==> config.mk <==
export PLATFORM = sky130hd
export DESIGN_NAME = fpep_top
export DESIGN_NICKNAME = d
export VERILOG_FILES = /design/src/include/fpep_pkg.sv /design/src/design/fpep_err_detect.sv /design/src/design/fpep_top.sv
export SDC_FILE = /design/constraint.sdc
export NUM_CORES = 1
export LEC_CHECK = 0
export ABC_AREA = 1
export BUFFER_PORTS_ARGS = -buffer_cell sky130_fd_sc_hd__buf_2
export CAP_MARGIN = 20
export CORE_UTILIZATION = 41
export CTS_BUF_LIST = sky130_fd_sc_hd__clkbuf_4 sky130_fd_sc_hd__clkbuf_8
export DETAILED_ROUTE_END_ITERATION = 8
export PLACE_DENSITY_LB_ADDON = 0.05
export SLEW_MARGIN = 20
export SYNTH_ARGS = -nofsm -noshare
export SYNTH_HDL_FRONTEND = slang
export SYNTH_SLANG_ARGS = --single-unit
==> constraint.sdc <==
create_clock -name clk -period 1.9 [get_ports clk]
set_input_delay 0.19 -clock clk [delete_from_list [all_inputs] [get_ports clk]]
set_output_delay 0.19 -clock clk [all_outputs]
set_load 0.005 [all_outputs]
==> src/include/fpep_pkg.sv <==
// Purpose: shared constants and types for the flash program/erase protection block
// Assumes: 8-bit register data, byte-wide register port
// Notes:   offsets are word indices on the plain register port

package fpep_pkg;

  // register offsets
  localparam logic [3:0] FPEP_OFF_CTRL_ONE  = 4'h0;
  localparam logic [3:0] FPEP_OFF_CTRL_TWO  = 4'h1;
  localparam logic [3:0] FPEP_OFF_EBS_ONE   = 4'h2;
  localparam logic [3:0] FPEP_OFF_EBS_TWO   = 4'h3;
  localparam logic [3:0] FPEP_OFF_RAM_EMU   = 4'h4;
  localparam logic [3:0] FPEP_OFF_IRQ_STAT  = 4'h5;
  localparam logic [3:0] FPEP_OFF_IRQ_MASK  = 4'h6;

  // flash_control_one fields
  localparam int FPEP_BIT_PROG = 0;
  localparam int FPEP_BIT_ERASE = 1;
  localparam int FPEP_BIT_SWE  = 6;
  // flash_control_two fields
  localparam int FPEP_BIT_FLASH_ERROR_FLAG = 7;
  // ram_emulation_register fields
  localparam int FPEP_BIT_RAM_OVERLAY_SELECT = 3;
  // interrupt status fields
  localparam int FPEP_BIT_IRQ_ERR  = 0;
  localparam int FPEP_BIT_IRQ_HWP  = 1;

  // reset values
  localparam logic [7:0] FPEP_RST_CTRL_ONE = 8'h00;
  localparam logic [7:0] FPEP_RST_CTRL_TWO = 8'h00;
  localparam logic [7:0] FPEP_RST_EBS      = 8'h00;
  localparam logic [7:0] FPEP_RST_RAM_EMU  = 8'h00;
  localparam logic [7:0] FPEP_RST_IRQ      = 8'h00;

  // error causes, ORed into the flag; the cause itself is not stored
  typedef struct packed {
    logic area_read;
    logic exception;
    logic sleep;
    logic bus_grant;
  } fpep_err_s;

  typedef enum logic [1:0] {
    FPEP_IDLE,
    FPEP_PROG,
    FPEP_ERASE,
    FPEP_ERRLOCK
  } fpep_state_e;

endpackage : fpep_pkg

==> src/design/fpep_err_detect.sv <==
// Purpose: combines the error sources seen during a program or erase
// Assumes: all inputs synchronous to clk
// Notes:   purely combinational; the main module registers the result

`timescale 1ns/1ps
`default_nettype none

module fpep_err_detect
  import fpep_pkg::*;
(
  input  wire logic      busy,
  input  wire logic      flash_rd,
  input  wire logic      rd_in_area,
  input  wire logic      exc_start,
  input  wire logic      sleep_exec,
  input  wire logic      dma_grant,
  input  wire logic      dtc_grant,
  output fpep_err_s      cause,
  output logic           any_err
);

  // every cause only counts while an operation is running
  assign cause.area_read = busy & flash_rd & rd_in_area;
  assign cause.exception = busy & exc_start;
  assign cause.sleep     = busy & sleep_exec;
  assign cause.bus_grant = busy & (dma_grant | dtc_grant);
  assign any_err         = |cause;

endmodule : fpep_err_detect

`default_nettype wire

==> src/design/fpep_top.sv <==
// Purpose: program/erase protection for on-chip flash, with control registers
// Assumes: reads return data in the cycle after the read strobe
// Notes:   standby input behaves as a synchronous hardware protection reset

`timescale 1ns/1ps
`default_nettype none

module fpep_top
  import fpep_pkg::*;
#(
  parameter int NBLK_ONE = 8,
  parameter int NBLK_TWO = 8
)
(
  input  wire logic                         clk,
  input  wire logic                         rstn,
  input  wire logic                         standby,
  input  wire logic [3:0]                   reg_addr,
  input  wire logic [7:0]                   reg_wdata,
  input  wire logic                         reg_wr,
  input  wire logic                         reg_rd,
  output logic      [7:0]                   reg_rdata,
  input  wire logic                         flash_rd,
  input  wire logic                         rd_in_area,
  input  wire logic                         exc_start,
  input  wire logic                         sleep_exec,
  input  wire logic                         dma_grant,
  input  wire logic                         dtc_grant,
  output logic                              prog_active,
  output logic                              erase_active,
  output logic      [NBLK_ONE+NBLK_TWO-1:0] erase_blocks,
  output logic                              flash_error_flag,
  output logic                              irq
);

  logic [7:0]  flash_control_one_r;
  logic [7:0]  flash_control_two_r;
  logic [NBLK_ONE-1:0] erase_block_select_one_r;
  logic [NBLK_TWO-1:0] erase_block_select_two_r;
  logic [7:0]  ram_emulation_register_r;
  logic [7:0]  irq_stat_r;
  logic [7:0]  irq_mask_r;
  logic [7:0]  rdata_r;
  fpep_state_e state_r;
  fpep_state_e state_nxt;
  fpep_err_s   cause;
  logic        any_err;
  logic        err_set;
  logic        standby_q_r;

  // one address compare shared by every write strobe
  function automatic logic reg_hit(input logic [3:0] addr, input logic [3:0] off);
    reg_hit = (addr == off);
  endfunction : reg_hit

  // register decode
  wire wr_c1  = reg_wr & reg_hit(reg_addr, FPEP_OFF_CTRL_ONE);
  wire wr_e1  = reg_wr & reg_hit(reg_addr, FPEP_OFF_EBS_ONE);
  wire wr_e2  = reg_wr & reg_hit(reg_addr, FPEP_OFF_EBS_TWO);
  wire wr_ram = reg_wr & reg_hit(reg_addr, FPEP_OFF_RAM_EMU);
  wire wr_ist = reg_wr & reg_hit(reg_addr, FPEP_OFF_IRQ_STAT);
  wire wr_imk = reg_wr & reg_hit(reg_addr, FPEP_OFF_IRQ_MASK);

  // protection terms
  wire software_write_enable = flash_control_one_r[FPEP_BIT_SWE];
  wire program_mode_bit      = flash_control_one_r[FPEP_BIT_PROG];
  wire erase_mode_bit        = flash_control_one_r[FPEP_BIT_ERASE];
  wire ram_overlay_select    = ram_emulation_register_r[FPEP_BIT_RAM_OVERLAY_SELECT];
  wire [NBLK_ONE+NBLK_TWO-1:0] blk_sel = {erase_block_select_two_r, erase_block_select_one_r};
  wire any_sel   = |blk_sel;
  // overlay and cleared write enable each block everything
  wire sw_allow  = software_write_enable & ~ram_overlay_select;
  wire err_lock  = (state_r == FPEP_ERRLOCK);
  wire busy      = (state_r == FPEP_PROG) | (state_r == FPEP_ERASE);

  fpep_err_detect u_err (
    .busy       (busy),
    .flash_rd   (flash_rd),
    .rd_in_area (rd_in_area),
    .exc_start  (exc_start),
    .sleep_exec (sleep_exec),
    .dma_grant  (dma_grant),
    .dtc_grant  (dtc_grant),
    .cause      (cause),
    .any_err    (any_err)
  );

  assign err_set = any_err;

  // mode sequencer; standby acts ahead of everything
  always_comb begin
    state_nxt = state_r;
    case (state_r)
      FPEP_IDLE: begin
        if (sw_allow && program_mode_bit) begin
          state_nxt = FPEP_PROG;
        end else if (sw_allow && erase_mode_bit && (|blk_sel)) begin
          state_nxt = FPEP_ERASE;
        end
      end
      FPEP_PROG: begin
        if (err_set) state_nxt = FPEP_ERRLOCK;
        else if (!sw_allow || !program_mode_bit) state_nxt = FPEP_IDLE;
      end
      FPEP_ERASE: begin
        if (err_set) state_nxt = FPEP_ERRLOCK;
        else if (!sw_allow || !erase_mode_bit || !(|blk_sel)) state_nxt = FPEP_IDLE;
      end
      FPEP_ERRLOCK: state_nxt = FPEP_ERRLOCK;
      default:      state_nxt = FPEP_IDLE;
    endcase
    if (standby) state_nxt = FPEP_IDLE;
  end

  always_ff @(posedge clk or negedge rstn) begin
    if (!rstn) state_r <= FPEP_IDLE;
    else       state_r <= state_nxt;
  end

  // control registers; standby restores them like reset
  always_ff @(posedge clk or negedge rstn) begin
    if (!rstn) begin
      flash_control_one_r      <= FPEP_RST_CTRL_ONE;
      flash_control_two_r      <= FPEP_RST_CTRL_TWO;
      erase_block_select_one_r <= NBLK_ONE'(FPEP_RST_EBS);
      erase_block_select_two_r <= NBLK_TWO'(FPEP_RST_EBS);
    end else if (standby) begin
      flash_control_one_r      <= FPEP_RST_CTRL_ONE;
      flash_control_two_r      <= FPEP_RST_CTRL_TWO;
      erase_block_select_one_r <= NBLK_ONE'(FPEP_RST_EBS);
      erase_block_select_two_r <= NBLK_TWO'(FPEP_RST_EBS);
    end else begin
      if (wr_c1) flash_control_one_r <= reg_wdata;
      if (wr_e1) erase_block_select_one_r <= reg_wdata[NBLK_ONE-1:0];
      if (wr_e2) erase_block_select_two_r <= reg_wdata[NBLK_TWO-1:0];
      // the flag is hardware-only; software cannot clear it
      if (err_set) flash_control_two_r[FPEP_BIT_FLASH_ERROR_FLAG] <= 1'b1;
    end
  end

  // ram emulation register is not a flash control, so standby leaves it
  always_ff @(posedge clk or negedge rstn) begin
    if (!rstn)       ram_emulation_register_r <= FPEP_RST_RAM_EMU;
    else if (wr_ram) ram_emulation_register_r <= reg_wdata;
  end

  // sticky events: error entry and standby abort; set wins over clear
  always_ff @(posedge clk or negedge rstn) begin
    if (!rstn) begin
      irq_stat_r  <= FPEP_RST_IRQ;
      irq_mask_r  <= FPEP_RST_IRQ;
      standby_q_r <= 1'b0;
    end else begin
      standby_q_r <= standby;
      irq_stat_r  <= (irq_stat_r & ~(wr_ist ? reg_wdata : 8'h00))
                   | {6'h00, standby & ~standby_q_r & busy, err_set};
      if (wr_imk) irq_mask_r <= reg_wdata;
    end
  end

  // read mux, registered for the one-cycle read latency
  always_ff @(posedge clk or negedge rstn) begin
    if (!rstn) rdata_r <= 8'h00;
    else if (reg_rd) begin
      case (reg_addr)
        FPEP_OFF_CTRL_ONE: rdata_r <= flash_control_one_r;
        FPEP_OFF_CTRL_TWO: rdata_r <= flash_control_two_r;
        FPEP_OFF_EBS_ONE:  rdata_r <= 8'(erase_block_select_one_r);
        FPEP_OFF_EBS_TWO:  rdata_r <= 8'(erase_block_select_two_r);
        FPEP_OFF_RAM_EMU:  rdata_r <= ram_emulation_register_r;
        FPEP_OFF_IRQ_STAT: rdata_r <= irq_stat_r;
        FPEP_OFF_IRQ_MASK: rdata_r <= irq_mask_r;
        default:           rdata_r <= 8'h00;
      endcase
    end else rdata_r <= 8'h00;
  end

  // outputs; erase only ever reaches selected blocks
  assign reg_rdata        = rdata_r;
  assign prog_active      = (state_r == FPEP_PROG);
  assign erase_active     = (state_r == FPEP_ERASE);
  assign erase_blocks     = erase_active ? blk_sel : '0;
  assign flash_error_flag = flash_control_two_r[FPEP_BIT_FLASH_ERROR_FLAG];
  assign irq              = |(irq_stat_r & irq_mask_r);

  property p_no_op_without_swe;
    @(posedge clk) disable iff (!rstn)
      !software_write_enable |=> !(prog_active || erase_active);
  endproperty
  a_no_op_without_swe: assert property (p_no_op_without_swe) else $error("op without enable");

  property p_no_op_under_overlay;
    @(posedge clk) disable iff (!rstn)
      ram_overlay_select |=> !(prog_active || erase_active);
  endproperty
  a_no_op_under_overlay: assert property (p_no_op_under_overlay) else $error("op under overlay");

  property p_mode_bit_ignored;
    @(posedge clk) disable iff (!rstn)
      (state_r == FPEP_IDLE && !sw_allow && program_mode_bit) |=> !prog_active;
  endproperty
  a_mode_bit_ignored: assert property (p_mode_bit_ignored) else $error("mode entered");

  property p_erase_selected_only;
    @(posedge clk) disable iff (!rstn)
      erase_active |-> ((erase_blocks & ~blk_sel) == '0) && (|blk_sel);
  endproperty
  a_erase_selected_only: assert property (p_erase_selected_only) else $error("bad block");

  property p_zero_select_blocks;
    @(posedge clk) disable iff (!rstn)
      (blk_sel == '0) |=> !erase_active;
  endproperty
  a_zero_select_blocks: assert property (p_zero_select_blocks) else $error("erase no select");

  property p_error_sets_flag;
    @(posedge clk) disable iff (!rstn)
      (busy && any_err && !standby) |=> flash_error_flag && err_lock;
  endproperty
  a_error_sets_flag: assert property (p_error_sets_flag) else $error("flag not set");

  property p_error_aborts;
    @(posedge clk) disable iff (!rstn)
      (busy && any_err) |=> !(prog_active || erase_active);
  endproperty
  a_error_aborts: assert property (p_error_aborts) else $error("not aborted");

  property p_sleep_error;
    @(posedge clk) disable iff (!rstn)
      (prog_active && sleep_exec && !standby) |=> $rose(flash_error_flag) || $past(flash_error_flag);
  endproperty
  a_sleep_error: assert property (p_sleep_error) else $error("sleep missed");

  property p_lock_holds;
    @(posedge clk) disable iff (!rstn)
      (err_lock && !standby) |=> err_lock && flash_error_flag && !prog_active;
  endproperty
  a_lock_holds: assert property (p_lock_holds) else $error("lock lost");

  property p_standby_clears;
    @(posedge clk) disable iff (!rstn)
      standby |=> state_r == FPEP_IDLE && !flash_error_flag && flash_control_one_r == 8'h00;
  endproperty
  a_standby_clears: assert property (p_standby_clears) else $error("standby no clear");

  // per-cause checks; standby in the same cycle wins over an error
  property p_cause_only_busy;
    @(posedge clk) disable iff (!rstn)
      (cause != '0) |-> busy;
  endproperty
  a_cause_only_busy: assert property (p_cause_only_busy) else $error("cause while idle");

  property p_area_read_error;
    @(posedge clk) disable iff (!rstn)
      (busy && flash_rd && rd_in_area && !standby) |=> flash_error_flag;
  endproperty
  a_area_read_error: assert property (p_area_read_error) else $error("area read missed");

  property p_exception_error;
    @(posedge clk) disable iff (!rstn)
      (busy && exc_start && !standby) |=> flash_error_flag;
  endproperty
  a_exception_error: assert property (p_exception_error) else $error("exception missed");

  property p_dma_grant_error;
    @(posedge clk) disable iff (!rstn)
      (busy && dma_grant && !standby) |=> flash_error_flag;
  endproperty
  a_dma_grant_error: assert property (p_dma_grant_error) else $error("dma grant missed");

  property p_dtc_grant_error;
    @(posedge clk) disable iff (!rstn)
      (busy && dtc_grant && !standby) |=> flash_error_flag;
  endproperty
  a_dtc_grant_error: assert property (p_dtc_grant_error) else $error("dtc grant missed");

  property p_flag_needs_error;
    @(posedge clk) disable iff (!rstn)
      (!flash_error_flag && !err_set) |=> !flash_error_flag;
  endproperty
  a_flag_needs_error: assert property (p_flag_needs_error) else $error("flag without error");

  property p_standby_stops;
    @(posedge clk) disable iff (!rstn)
      standby |=> !(prog_active || erase_active);
  endproperty
  a_standby_stops: assert property (p_standby_stops) else $error("standby no stop");

  property p_standby_clears_selects;
    @(posedge clk) disable iff (!rstn)
      standby |=> (blk_sel == '0) && (flash_control_two_r == FPEP_RST_CTRL_TWO);
  endproperty
  a_standby_clears_selects: assert property (p_standby_clears_selects) else $error("sel kept");

  property p_idle_no_blocks;
    @(posedge clk) disable iff (!rstn)
      !erase_active |-> (erase_blocks == '0);
  endproperty
  a_idle_no_blocks: assert property (p_idle_no_blocks) else $error("blocks while idle");

  property p_prog_needs_enable;
    @(posedge clk) disable iff (!rstn)
      prog_active |-> $past(sw_allow) && $past(program_mode_bit);
  endproperty
  a_prog_needs_enable: assert property (p_prog_needs_enable) else $error("prog no enable");

  property p_erase_needs_select;
    @(posedge clk) disable iff (!rstn)
      erase_active |-> $past(sw_allow) && $past(erase_mode_bit) && $past(any_sel);
  endproperty
  a_erase_needs_select: assert property (p_erase_needs_select) else $error("erase no sel");

  // status capture must survive a clear written in the same cycle
  property p_err_event_recorded;
    @(posedge clk) disable iff (!rstn)
      err_set |=> irq_stat_r[FPEP_BIT_IRQ_ERR];
  endproperty
  a_err_event_recorded: assert property (p_err_event_recorded) else $error("err not latched");

  property p_abort_recorded;
    @(posedge clk) disable iff (!rstn)
      (standby && !standby_q_r && busy) |=> irq_stat_r[FPEP_BIT_IRQ_HWP];
  endproperty
  a_abort_recorded: assert property (p_abort_recorded) else $error("abort not latched");

  property p_lock_outputs_off;
    @(posedge clk) disable iff (!rstn)
      err_lock |-> !prog_active && !erase_active && (erase_blocks == '0);
  endproperty
  a_lock_outputs_off: assert property (p_lock_outputs_off) else $error("locked op");

endmodule : fpep_top

`default_nettype wire

# Word level (Yosys, flattened, before mapping)
# Index checks and enable logic that the tools add are counted.
[word_totals]
ff_bits = 60
in_bits = 23
output_inout_bits = 28
wordCells = 84
[op_classes]
eq_ne = 12
muxes = 20
bitwise = 22
n_reduce_logical = 20
[ops]
columns = ["operator", "count"]
rows = [
  ["2-to-1 mux 8 bit", 8],
  ["case mux 8 bit (7 select lines)", 1],
  ["bitwise AND 8 bit", 2],
  ["2-to-1 mux 16 bit", 1],
  ["OR reduction 16 bit", 1],
  ["bitwise AND 1 bit", 14],
  ["2-to-1 mux 2 bit", 7],
  ["== test 4 x 3 -> 1 bit (second input constant)", 3],
  ["== test 4 x 2 -> 1 bit (second input constant)", 2],
  ["inequality test 4 x 2 -> 1 bit (second input constant)", 2],
  ["inverter 8 bit", 1],
  ["OR 8 x 2 -> 8 bit", 1],
  ["case mux 2 bit (4 select lines)", 1],
  ["nonzero test 2 bit", 4],
  ["OR reduction 8 bit", 1],
  ["== test 2 bit (second input constant)", 2],
  ["== test 4 x 1 -> 1 bit (second input constant)", 1],
  ["zero test 1 bit", 4],
  ["zero test 4 bit", 1],
  ["inequality test 4 bit (second input constant)", 1],
  ["OR reduction 4 bit", 1],
  ["logical AND 1 bit", 3],
  ["logical OR 1 bit", 3],
  ["AND reduction 3 bit", 1],
  ["5 further kinds", 8],
]

# Logic depth before layout (Yosys ltp)
[logic_depth]
depth_word = 9
depth_mapped = 9
depth_no_buf = 9

# Cells and area by module
# From an unflattened synthesis, not the netlist that was laid out.
[unflattened]
cells_unflattened = 395
hier_area_um2 = 3103.0
[by_module_without_submodules]
columns = ["mod", "n_inst", "cells_each", "area_per_inst_um2", "seq_area_each_um2"]
rows = [
  ["fpep_top", 1, 385, 3060.4, 1501.4],
  ["fpep_err_detect", 1, 10, 42.5, 0.0],
]

# Worst setup path after synthesis
# Ideal clock, no wire load.
[synth_path]
path_type = "reg-to-output"
from = "register state_r[0]"
to = "output erase_blocks[10]"
arrival_ns = 1.315
required_ns = 1.710
slack_ns = 0.395
path_stages_with_launch = 7
cell_sequence = "dfrtp_1 inv_1 ha_1 clkbuf_1 clkbuf_1 nand2_1 inv_1"
[synth_between]
elab_chain_len = 2
[synth_rtl]
columns = ["item", "line", "source"]
rows = [
  ["start, declared", "fpep_top.sv:44", "fpep_state_e state_r;"],
  ["start signal, assigned", "fpep_top.sv:117", "else state_r <= state_nxt;"],
  ["== test 2 bit", "fpep_top.sv:181", "assign erase_active = (state_r == FPEP_ERASE);"],
  ["named net erase_active", "fpep_top.sv:30", "output logic erase_active,"],
  ["2-to-1 mux 16 bit", "fpep_top.sv:182", "assign erase_blocks = erase_active ? blk_sel : '0;"],
  ["end, declared", "fpep_top.sv:31", "output logic [NBLK_ONE+NBLK_TWO-1:0] erase_blocks,"],
]
# The timed path passes the listed nets, and every way through them passes these cells.

# Worst setup path in the final report
[layout_path]
from = "register state_r[0]"
to = "output erase_blocks[2]"
[layout_between]
elab_chain_len = 2
[layout_rtl]
columns = ["item", "line"]
rows = [
  ["== test 2 bit", "fpep_top.sv:181"],
  ["2-to-1 mux 16 bit", "fpep_top.sv:182"],
]
# Every way passes these cells.

==> flow_metrics.py <==
metrics = {
    "setup_path": {
        "cp_common_cell": "inv_1",
        "cp.buffers_inverters": 4,
        "path_cells": "inv_1, ha_1, buf_4, nand2_1, inv_1, buf_2",
        "path_class": "reg2out",
        "cp.arrival_ns": 1.48,
        "slowest_stage": "dfrtp_1",
        "startpoint_type": "register",
        "cp.required_ns": 1.71,
        "crit_path_end_kind": "output port",
        "crit_family": "buffers and inverters",
        "slowest_delay_ns": 0.41,
        "path_max_fanout": 17,
    },
    "die": {
        "fp.dieW_microns": 89.1,
        "num_rows": 31,
        "start_util_pct": 42.7,
        "die_h_microns": 89.1,
        "io_pins": 51,
        "die_area_sq_um": 7950,
        "core_area_sq_um": 7290,
    },
    "place": {
        "io_buffers": 50,
        "pre_cts_slack_ns": 0.419,
        "placed_cell_area_sq_um": 3450,
        "gp_congestion": 0.885,
        "dp_hpwl_mm": 5.65,
    },
    "pwr": {
        "peakVddDrop_mv": 0.435,
        "p_leak_nw": 2.01,
        "powerDensity_nw_per_um2": 987,
        "finalPower_mw": 3.61,
    },
    "synth": {
        "synth_common_cells": "100 x nand2_1, 68 x inv_1, 60 x dfrtp_1",
        "synth_top_area_cell": "dfrtp_1",
        "syn_avg_cell_area_sq_um": 8.06,
        "yosysMostFrequentCell": "nand2_1",
        "yosys_warnings": 0,
        "syn_nets": 414,
        "synth.yosys.seq_area_share_pct": 48.2,
        "async_reset_ff_share_pct": 100,
        "synth_cell_types": 26,
        "synth_ff_type": "dfrtp_1",
        "netlist.area_leader.share_pct": 48.2,
        "synth_edf_count": 0,
        "synthTopCellsByArea": "dfrtp_1 48%, nand2_1 12%, inv_1 8.2%",
        "syn_area_sq_um": 3110,
        "syn_inst": 386,
        "ys_ff_latch": 60,
    },
    "sta": {
        "max_freq_mhz": 599,
        "grt_setup_unrepaired": "no",
        "period_share_pct": 87.9,
        "setup_tns_ns": 0,
        "tightest_slew_ns": 0.604,
        "finalSetupViolCount": 0,
        "hold_violations": 0,
        "fin_worst_skew_ns": 0.00608,
        "drv_slew": 0,
        "max-slew-margin-rel_pct": 59.7,
        "post-route-min-period_ns": 1.67,
        "worst_slack_ns": 0.230,
        "whs_ns": 0.0277,
    },
    "clocking": {
        "clk_latency_ns": 0.34,
        "ctsResizeCount": 0,
        "cts_setup_buffers": 0,
        "cts_tree": "built",
        "htreeDepth": 3,
        "numCtsBuffers": 9,
        "hold_buffers": 1,
        "clk_pin_slew_ns": 0.07,
        "cts_sinks": 60,
        "root_buffer": "clkbuf_8",
        "ctsLongestPathBuffers": 2,
    },
    "layout": {
        "n_antenna_cell": 0,
        "finalInstanceArea_sq_um": 3650,
        "synthToLayoutAreaGrowth_pct": 17.4,
        "fin_nets": 470,
        "drive_gt1_share_pct": 24.0,
    },
    "detailed_routing": {
        "wl_mm": 7.23,
        "via_per_inst": 4.66,
        "vias": 2540,
        "antenna_left": 0,
        "first_pass_iters": 5,
        "drcViolationCount": 0,
        "wl_per_cell_microns": 13.3,
        "drtIter0Drc": 162,
    },
    "global_route": {
        "grt.total_usage_pct": 20.5,
        "grt_pass1_wl_mm": 11.7,
        "grt_max_degree": 37,
        "antenna_found_initial": 0,
        "grt_pass1_vias": 2271,
        "gr-total-overflow": 0,
    },
    "hold_path": {
        "hold_path.class": "in2reg",
    },
    "run": {
        "max_cap_violations": 0,
    },
    "outcome": {
        "outcome": "finished clean",
    },
}
-- worst paths after layout --
kind / cells past startpoint / start / slack (ns) / end
max in group asynchronous: 3 / rstn / 0.91 / ram_emulation_register_r[4]
worst max register to register: 9 / state_r[0] / 0.40 / state_r[1]
worst min-delay path: 2 / reg_wdata[3] / 0.03 / irq_stat_r[3]
worst max-delay path: 6 / state_r[0] / 0.23 / erase_blocks[2]
min in group asynchronous: 2 / rstn / 0.39 / irq_stat_r[7]
worst min register to register: 1 / standby_q_r / 0.44 / irq_stat_r[1]
-- layout make-up --
| class | instances | area, sq um |
|---|---|---|
| flip-flops and latches | 60 | 1500 |
| well taps | 99 | 124 |
| repair buffers | 53 | 288 |
| clock buffers | 14 | 186 |
| clock inverters | 1 | 5.00 |
| inverters | 73 | 277 |
| fillers | 759 | 3640 |
| multi-input cells | 245 | 1270 |
-- metal layers --
layer	global-route usage (%)	vias up	wire, microns
li1	-	1324	-
met1	29.7	1146	3740
met2	30.0	61	3110
met3	4.99	9	289
met4	6.93	0	97
met5	0	-	0
-- power by group --
| group | switching (mW) | internal [mW] | total [mW] |
|---|---|---|---|
| sequential | 0.119 | 1.47 | 1.59 |
| combinational | 0.557 | 0.350 | 0.907 |
| clock | 0.491 | 0.622 | 1.11 |
| total | 1.17 | 2.44 | 3.61 |
-- sequential cells by signal, summed over array words and instances (netlist names) --
signal / count
erase_block_select_one_r: 8
flash_control_two_r: 1
flash_control_one_r: 8
irq_mask_r: 8
ram_emulation_register_r: 8
standby_q_r: 1
erase_block_select_two_r: 8
reg_rdata: 8
irq_stat_r: 8
state_r: 2
-- metrics by stage --
stage,utilization [%],instances
after floorplan,-,386
after detailed placement,47.4,529
after global routing,50.1,545
after global placement,47.4,529
after CTS,50.1,545
final,50.1,545
-- cells by family (layout without fill, tap and decap cells) --
family	after synthesis	in the layout	share of synthesized area [%]
adders and majority gates	5	5	2.01
AOI/OAI and AO/OA	71	71	14.2
buffers and inverters	81	141	10.9
muxes	7	7	2.89
DFF	60	60	48.2
and+or+nand+nor	162	162	21.8
-- layout by cell type, fill, tap and decap left out, types with 2 or more instances in the layout --
master and count:
a21oi_1 9, a221oi_1 2, a31oi_1 4, buf_2 50, clkbuf_8 13, dfrtp_1 60
ha_1 5, inv_1 68, inv_2 4, mux2_2 4, mux2_4 3, nand2_1 100
nand2_2 6, nand2_4 3, nand3_1 7, nor2_1 38, nor2_4 2, nor3_1 4
o21ai_0 24, o21ai_1 5, o21ai_2 16, o22ai_1 11
Note: power is estimated with default switching activity, not from simulation.
